==> config.mk <==
export PLATFORM = sky130hd
export DESIGN_NAME = multi_function_pin_control
export DESIGN_NICKNAME = d
export VERILOG_FILES = /design/src/design/multi_function_pin_control.v
export VERILOG_INCLUDE_DIRS = /design/src /design/src/design
export SDC_FILE = /design/constraint.sdc
export NUM_CORES = 1
export LEC_CHECK = 0
export BUFFER_PORTS_ARGS = -buffer_cell sky130_fd_sc_hd__buf_2
export CORE_MARGIN = 2
export CORE_UTILIZATION = 49
export DETAILED_ROUTE_END_ITERATION = 8
export PLACE_DENSITY_LB_ADDON = 0.3
export SLEW_MARGIN = 0
export SYNTH_ARGS = -nofsm -noshare
export SYNTH_HDL_FRONTEND = slang
export SYNTH_SLANG_ARGS = --single-unit
==> constraint.sdc <==
create_clock -name clk -period 2.01 [get_ports clk]
set_input_delay 0.3015 -clock clk [delete_from_list [all_inputs] [get_ports clk]]
set_output_delay 0.3015 -clock clk [all_outputs]
set_load 0.1 [all_outputs]
==> src/design/pin_ctrl_defs.vh <==
/*
  register offsets, field positions and reset values of the multi-function pin block.
  assumes a 32-bit classic wishbone slave with word-aligned byte addresses.
*/
`ifndef PIN_CTRL_DEFS_VH
`define PIN_CTRL_DEFS_VH

`define ADDR_W 6
`define OFS_FUNCTION 6'h00
`define OFS_ENABLE 6'h04
`define OFS_DRIVE 6'h08
`define OFS_INDICATOR 6'h0C
`define OFS_USER_DATA 6'h10
`define OFS_SERIAL 6'h14
`define OFS_IRQ_SELECT 6'h18
`define OFS_IRQ_TYPE 6'h1C
`define OFS_CHANNEL 6'h20
`define OFS_INT_STATUS 6'h24
`define OFS_INT_ENABLE 6'h28
`define OFS_INT_CLEAR 6'h2C

// function register
`define FN_USER_FUNC 0
`define FN_EXT_BUSY 1
// enable register
`define EN_USER 0
`define EN_TRAFFIC 1
`define EN_LINK 2
`define EN_SERIAL 3
// drive-type register
`define DR_TRAFFIC 0
`define DR_LINK 1
// indicator data register
`define IND_TRAFFIC 0
`define IND_LINK 1
// serial control register
`define SC_DATA 0
`define SC_PULSE 1
// channel register
`define CH_BUSY 0
`define CH_FLAG 1
// interrupt status, enable and clear
`define INT_BUSY_CHANGE 0
`define INT_BUSY_FLAG 1

`define RST_FUNCTION 2'h0
`define RST_ENABLE 4'hE
`define RST_DRIVE 2'h0
`define RST_INDICATOR 2'h0
`define RST_SERIAL 2'h0
`define RST_IRQ_SELECT 4'h0
`define RST_IRQ_TYPE 4'h0
`define RST_INT_ENABLE 2'h0

`define IRQ_SELECT_USER 4'h4
`define IRQ_TYPE_TOTEM 4'h2
`define IRQ_TYPE_OPEN 4'h1

`endif

==> src/design/multi_function_pin_control.v <==
/*
  multi-function pin control: user/interrupt/channel-busy pin, two indicator pins and the
  serial-device clock pin, with a classic wishbone register slave and a level interrupt.
  assumes pins arrive asynchronously; internal_cca and isa_irq_request are on clk.
*/
// Implementation choices: the placing of the registers and the Wishbone register port.
// What this block does
// user pin data bit reads the live user pin level in every configuration
// external busy enable forces the user pin to input over all other settings
// with external busy enabled, pin level feeds busy-change, busy and flag bits
// external busy source replaces internal clear-channel result in same bit positions
// busy-change and busy-flag bits each interrupt when active and unmasked
// controller interrupt depends only on busy enable and unmask, not direction bits
// isa strap, function 0, select 4h: drive irq totem for 2h, open-drain for 1h
// otherwise user pin output enable picks input or driving the user data bit
// traffic data bit reads the live traffic pin level always
// traffic pin: input, open-drain float/low, or totem high/low; reset open-drain float
// link pin works like traffic pin with its own bits and same reset
// serial clock data bit reads the live serial clock pin level always
// serial clock enable 0 is input; pulse mode 0 drives data; reset low output
// pulse mode: each serial control write emits one pulse, polarity from data bit
// each auto-pulse lasts one clock cycle then returns to idle level
// external busy pin passes two flip-flops before status or interrupt logic
`timescale 1ns/1ps
`include "pin_ctrl_defs.vh"

module multi_function_pin_control (
  input wire clk,
  input wire rst,
  input wire wb_cyc_i,
  input wire wb_stb_i,
  input wire wb_we_i,
  input wire [`ADDR_W-1:0] wb_adr_i,
  input wire [3:0] wb_sel_i,
  input wire [31:0] wb_dat_i,
  output reg [31:0] wb_dat_o,
  output reg wb_ack_o,
  output reg irq,
  input wire isa_strap,
  input wire internal_cca,
  input wire isa_irq_request,
  input wire user_irq_busy_pin_i,
  output reg user_irq_busy_pin_o,
  output reg user_irq_busy_pin_oe,
  input wire traffic_indicator_pin_i,
  output reg traffic_indicator_pin_o,
  output reg traffic_indicator_pin_oe,
  input wire link_indicator_pin_i,
  output reg link_indicator_pin_o,
  output reg link_indicator_pin_oe,
  input wire serial_device_clock_pin_i,
  output reg serial_device_clock_pin_o,
  output reg serial_device_clock_pin_oe
);

  // two-stage synchronisers for every pin input
  reg [4:0] sync_a;
  reg [4:0] sync_b;
  wire user_live;
  wire traffic_live;
  wire link_live;
  wire serial_live;
  wire isa_live;

  reg [1:0] function_reg;
  reg [3:0] enable_reg;
  reg [1:0] drive_reg;
  reg [1:0] indicator_reg;
  reg user_data;
  reg [1:0] serial_reg;
  reg [3:0] irq_select;
  reg [3:0] irq_type;
  reg [1:0] int_status;
  reg [1:0] int_enable;
  reg isa_mode;
  reg busy_prev;
  reg pulse;

  wire ext_busy_en;
  wire busy_level;
  wire busy_change;
  wire [1:0] int_set;
  wire [1:0] int_clr;
  wire [1:0] next_int_status;
  wire access;
  wire wr;
  wire [31:0] be_mask;
  wire [31:0] wdata;
  wire serial_write;

  reg [31:0] next_rdata;
  reg next_user_o;
  reg next_user_oe;
  reg next_serial_o;

  // open-drain or totem drive of an indicator pin
  function [1:0] indicator_drive;
    input en;
    input totem;
    input data;
    begin
      if (!en) begin
        indicator_drive = 2'h0;
      end else if (totem) begin
        indicator_drive = {1'b1, ~data};
      end else begin
        indicator_drive = {data, 1'b0};
      end
    end
  endfunction

  always @(posedge clk or posedge rst) begin
    if (rst) begin
      sync_a <= 5'h00;
      sync_b <= 5'h00;
    end else begin
      sync_a <= {isa_strap, serial_device_clock_pin_i, link_indicator_pin_i,
                 traffic_indicator_pin_i, user_irq_busy_pin_i};
      sync_b <= sync_a;
    end
  end

  assign user_live = sync_b[0];
  assign traffic_live = sync_b[1];
  assign link_live = sync_b[2];
  assign serial_live = sync_b[3];
  assign isa_live = sync_b[4];

  assign ext_busy_en = function_reg[`FN_EXT_BUSY];
  assign busy_level = ext_busy_en ? user_live : internal_cca;
  assign busy_change = busy_level ^ busy_prev;
  assign int_set = {busy_level, busy_change};

  assign access = wb_cyc_i & wb_stb_i;
  assign wr = access & wb_we_i & wb_ack_o;
  assign be_mask = {{8{wb_sel_i[3]}}, {8{wb_sel_i[2]}}, {8{wb_sel_i[1]}}, {8{wb_sel_i[0]}}};
  assign wdata = wb_dat_i & be_mask;
  assign serial_write = wr & (wb_adr_i == `OFS_SERIAL) & wb_sel_i[0];
  assign int_clr = (wr & (wb_adr_i == `OFS_INT_CLEAR) & wb_sel_i[0]) ? wdata[1:0] : 2'h0;
  // set wins over a clear in the same cycle
  assign next_int_status = (int_status & ~int_clr) | int_set;

  // register read mux
  always @* begin
    next_rdata = 32'h00000000;
    case (wb_adr_i)
      `OFS_FUNCTION: next_rdata[1:0] = function_reg;
      `OFS_ENABLE: next_rdata[3:0] = enable_reg;
      `OFS_DRIVE: next_rdata[1:0] = drive_reg;
      `OFS_INDICATOR: next_rdata[1:0] = {link_live, traffic_live};
      `OFS_USER_DATA: next_rdata[0] = user_live;
      `OFS_SERIAL: next_rdata[1:0] = {serial_reg[`SC_PULSE], serial_live};
      `OFS_IRQ_SELECT: next_rdata[3:0] = irq_select;
      `OFS_IRQ_TYPE: next_rdata[3:0] = irq_type;
      `OFS_CHANNEL: next_rdata[1:0] = {busy_level, busy_level};
      `OFS_INT_STATUS: next_rdata[1:0] = int_status;
      `OFS_INT_ENABLE: next_rdata[1:0] = int_enable;
      default: next_rdata = 32'h00000000;
    endcase
  end

  // bus answer one cycle after the request, dropped the cycle after
  always @(posedge clk or posedge rst) begin
    if (rst) begin
      wb_ack_o <= 1'b0;
      wb_dat_o <= 32'h00000000;
    end else begin
      wb_ack_o <= access & ~wb_ack_o;
      wb_dat_o <= (access & ~wb_ack_o & ~wb_we_i) ? next_rdata : 32'h00000000;
    end
  end

  // control registers, written at the edge where ack is high
  always @(posedge clk or posedge rst) begin
    if (rst) begin
      function_reg <= `RST_FUNCTION;
      enable_reg <= `RST_ENABLE;
      drive_reg <= `RST_DRIVE;
      indicator_reg <= `RST_INDICATOR;
      user_data <= 1'b0;
      serial_reg <= `RST_SERIAL;
      irq_select <= `RST_IRQ_SELECT;
      irq_type <= `RST_IRQ_TYPE;
      int_enable <= `RST_INT_ENABLE;
    end else if (wr & wb_sel_i[0]) begin
      case (wb_adr_i)
        `OFS_FUNCTION: function_reg <= wdata[1:0];
        `OFS_ENABLE: enable_reg <= wdata[3:0];
        `OFS_DRIVE: drive_reg <= wdata[1:0];
        `OFS_INDICATOR: indicator_reg <= wdata[1:0];
        `OFS_USER_DATA: user_data <= wdata[0];
        `OFS_SERIAL: serial_reg <= wdata[1:0];
        `OFS_IRQ_SELECT: irq_select <= wdata[3:0];
        `OFS_IRQ_TYPE: irq_type <= wdata[3:0];
        `OFS_INT_ENABLE: int_enable <= wdata[1:0];
        default: function_reg <= function_reg;
      endcase
    end
  end

  // strap sampled every cycle after reset release, sticky status, interrupt, pulse
  always @(posedge clk or posedge rst) begin
    if (rst) begin
      isa_mode <= 1'b0;
      busy_prev <= 1'b0;
      int_status <= 2'h0;
      irq <= 1'b0;
      pulse <= 1'b0;
    end else begin
      isa_mode <= isa_live;
      busy_prev <= busy_level;
      int_status <= next_int_status;
      irq <= |(next_int_status & int_enable);
      pulse <= serial_write & wdata[`SC_PULSE] & enable_reg[`EN_SERIAL];
    end
  end

  // user pin direction and data
  always @* begin
    next_user_o = 1'b0;
    next_user_oe = 1'b0;
    if (ext_busy_en) begin
      next_user_oe = 1'b0;
    end else if (isa_mode & ~function_reg[`FN_USER_FUNC] & (irq_select == `IRQ_SELECT_USER)) begin
      if (irq_type == `IRQ_TYPE_TOTEM) begin
        next_user_o = isa_irq_request;
        next_user_oe = 1'b1;
      end else if (irq_type == `IRQ_TYPE_OPEN) begin
        next_user_oe = ~isa_irq_request;
      end
    end else begin
      next_user_oe = enable_reg[`EN_USER];
      next_user_o = user_data;
    end
  end

  // serial clock level: idle at data bit, inverted for one cycle on a pulse
  always @* begin
    next_serial_o = serial_reg[`SC_DATA];
    if (pulse) begin
      next_serial_o = ~serial_reg[`SC_DATA];
    end
  end

  always @(posedge clk or posedge rst) begin
    if (rst) begin
      user_irq_busy_pin_o <= 1'b0;
      user_irq_busy_pin_oe <= 1'b0;
      traffic_indicator_pin_o <= 1'b0;
      traffic_indicator_pin_oe <= 1'b0;
      link_indicator_pin_o <= 1'b0;
      link_indicator_pin_oe <= 1'b0;
      serial_device_clock_pin_o <= 1'b0;
      serial_device_clock_pin_oe <= 1'b0;
    end else begin
      user_irq_busy_pin_o <= next_user_o;
      user_irq_busy_pin_oe <= next_user_oe;
      {traffic_indicator_pin_oe, traffic_indicator_pin_o} <= indicator_drive(
        enable_reg[`EN_TRAFFIC], drive_reg[`DR_TRAFFIC], indicator_reg[`IND_TRAFFIC]);
      {link_indicator_pin_oe, link_indicator_pin_o} <= indicator_drive(
        enable_reg[`EN_LINK], drive_reg[`DR_LINK], indicator_reg[`IND_LINK]);
      serial_device_clock_pin_o <= next_serial_o;
      serial_device_clock_pin_oe <= enable_reg[`EN_SERIAL];
    end
  end

endmodule // multi_function_pin_control

==> metrics <==
status=completed; Synth Warn #=0; Crit-path slowest cell=or4_1; HPWL after DPL=3.49 mm; ratio of cells with drive above 1 in the final layout=about 28%; Max-cap violations=0; Clock Pin Slew Worst Setup and Hold Paths=around 90 ps; largest net degree at the start of global routing=29; Min-Delay Path Class=primary input to asynchronous set/reset pin; DR pass1 iterations=4; Synth Area per Inst=between 10 and 15 um2; # clock sinks=between 50 and 60; CP bufs+invs=0; dpl cells=324; Crit. End Element=flip-flop; DRC=0; Rows=25; synth unique cells=40; Post-CTS Setup Repair Bufs=0; Seq/Total Area, Yosys=52.3%; post-route minimum period=approximately 1700 ps; Async SR Flop Fraction=100%; Post-synth EDFFs=0; crit path max fanout=4; CTS tree=built; IO Count=96; period utilization=between 80 and 90%; Power Total=2.03 mW; clock latency on the worst-skew pair=approximately 310 ps; vias in the first global route=about 1500; Layout Cells excl Fill=roughly 330; Main synth FF type=dfrtp_1; total gr overflow=0; Top Registers=sync_a x5, sync_b x5; Final ANT Viol Nets=0; Reg2Reg Setup Slack=roughly 350 ps; largest area contributor in the synthesized netlist=dfrtp_1; Lkg Pwr=approximately 1.3 nW; fin. max-slew vios=0; Register Area=1310 um2; routed wire length per instance=about 14 um; synthesis-stage register bit count=between 50 and 60; PD cells=between 700 and 800 nW/um2; WL final=roughly 4.6 mm; Setup CP Type=flip-flop to flip-flop; most frequent cells after synthesis=49 x dfrtp_1, 32 x nand2_1, 28 x buf_4; fin nets=between 300 and 400; CP arrival=around 1900 ps; cell count after synthesis=around 230; maximum VDD drop=between 0.5 and 0.6 mV; Initial Util=51.8%; RR Startpoint=irq_select[1]$_DFFE_PP0P_; # diodes=0; CTS HTree Levels=2; GRT Util Overall=17.5%; Layout Area Growth over Synthesis=9.72%; relative slew slack=64.9%; Die W=approximately 75 um; crit-path leading delay family=simple AND/OR/NAND/NOR gates; Die ar.=between 5000 and 6000 um2; Crit Reg-Reg Endpoint=user_irq_busy_pin_oe$_DFF_PP0_; Port Buffers=36; mapped cell area=about 2500 um2; Cell Chain, Critical Path=nor4b_1, nand3b_1, or4_1, a21oi_1; Vias/cell=just under 5; Synth area leaders=dfrtp_1 49%, buf_4 8.4%, mux2_2 8.1%, nand2_1 4.8%, dfstp_2 3.2%; final setup TNS=0 ps; footprint of the multi-input gates=about 1000 um2; Clock Path Buffers=2; core region area=4820 um2; Clock Skew=8.71 ps; CTS root buf=clkbuf_8; post-CTS resize count=0; R2R cell count=4; via count=1649; Worst EP required=between 2000 and 2500 ps; top-area cell type share of the netlist area=49.1%; Least-Margin Pin Slew=approximately 530 ps; most frequent cell after synthesis=dfrtp_1; Die Span Y=~75 um; Setup-failing EPs final=0; f_max=slightly above 600 MHz; Iter 0 DRT Violations=92; # fillers=444; Post-CTS Hold Fix Bufs=0; GP Congestion=0.871; global-route wire length before repair=about 7.1 mm; cts bufs inserted=5; startpoint types=flip-flop; initial antenna violation count=0; largest stage delay on the critical path=roughly 490 ps; Final Hold Viols=0; unrepaired setup endpoints after global routing=no
placed cells by master (no fill, tap or decap), types with 2 or more instances in the layout:
cell type   n
dfrtp_1    48
buf_2      36
nand2_1    32
conb_1     28
mux2_2     18
o21ai_0    14
nor2_1      9
a21oi_1     7
and2_1      5
nand3b_1    5
clkbuf_8    5
nor2b_1     4
a22o_1      4
and3_1      3
or4_1       3
dfstp_2     3
nor4b_4     2
inv_1       2
nand4_1     2
xor2_1      2
nand3_1     2
inv_2       2
a22oi_1     2
o22ai_1     2
a211o_1     2
mux2i_1     2
o32ai_2     2
o211ai_1    2
o21a_1      2
how the worst max path moves through the flow:
stage,endpoint,depth (start not counted),from,slack (ps)
2_1_floorplan,irq_type[2]$_DFFE_PP0P_,4,wb_ack_o$_DFF_PP0_,280
4_1_cts,user_irq_busy_pin_oe$_DFF_PP0_,4,irq_select[1]$_DFFE_PP0P_,330
3_5_place_dp,wb_dat_o[0]$_DFF_PP0_,5,wb_adr_i[4],230
5_1_grt,user_irq_busy_pin_o$_DFF_PP0_,4,irq_select[1]$_DFFE_PP0P_,190
6_report,user_irq_busy_pin_oe$_DFF_PP0_,4,irq_select[1]$_DFFE_PP0P_,350
3_3_place_gp,wb_dat_o[0]$_DFF_PP0_,5,wb_adr_i[4],240
cell families (layout without fill, tap and decap cells):
| group | count (synthesis) | in the layout | synth area share, % |
|---|---|---|---|
| buffers and inverters | 37 | 49 | 9.92 |
| other | 1 | 28 | 0.150 |
| AOI/OAI and AO/OA | 40 | 40 | 11.0 |
| muxes | 20 | 20 | 8.92 |
| and+or+nand+nor | 74 | 74 | 17.1 |
| DFF | 52 | 52 | 52.3 |
| xor gates and xnor gates | 2 | 2 | 0.702 |
report_power, final:
| group | internal (mW) | switching [mW] | total, mW | leakage (nW) |
|---|---|---|---|---|
| Clock | 0.251 | 0.348 | 0.599 | 0.0418 |
| Sequential | 1.06 | 0.00622 | 1.07 | 0.675 |
| Combinational | 0.0462 | 0.320 | 0.367 | 0.583 |
| Total | 1.36 | 0.675 | 2.03 | 1.30 |
stage by stage:
step / utilization (%) / worst slack, ps / hold WS (ps) / instance area (um2)
2_1_floorplan: - / 276 / 331 / 2600
3_3_place_gp: 55.0 / 242 / 332 / 2650
3_5_place_dp: 55.0 / 231 / 336 / 2650
4_1_cts: 56.9 / 333 / 37.5 / 2740
5_1_grt: 56.9 / 190 / 62.3 / 2740
6_report: 56.9 / 353 / 18.4 / 2740
metal layers:
layer | GRT usage (%) | up-vias | routed length (um)
li1 | - | 812 | -
met1 | 21.1 | 787 | 2010
met2 | 30.2 | 44 | 2280
met3 | 4.37 | 6 | 209
met4 | 6.43 | 0 | 70
met5 | 0 | - | 0
layout make-up:
cell class                 count  share of cell area, %
inverter                       4                  0.548
clock buffer                   6                   2.65
clock inverter                 2                  0.594
tap                           67                   3.06
timing repair buffer          37                   7.31
multi-input combinational    164                   38.2
sequential                    52                   47.7
Note: power is estimated with default switching activity, not from simulation.
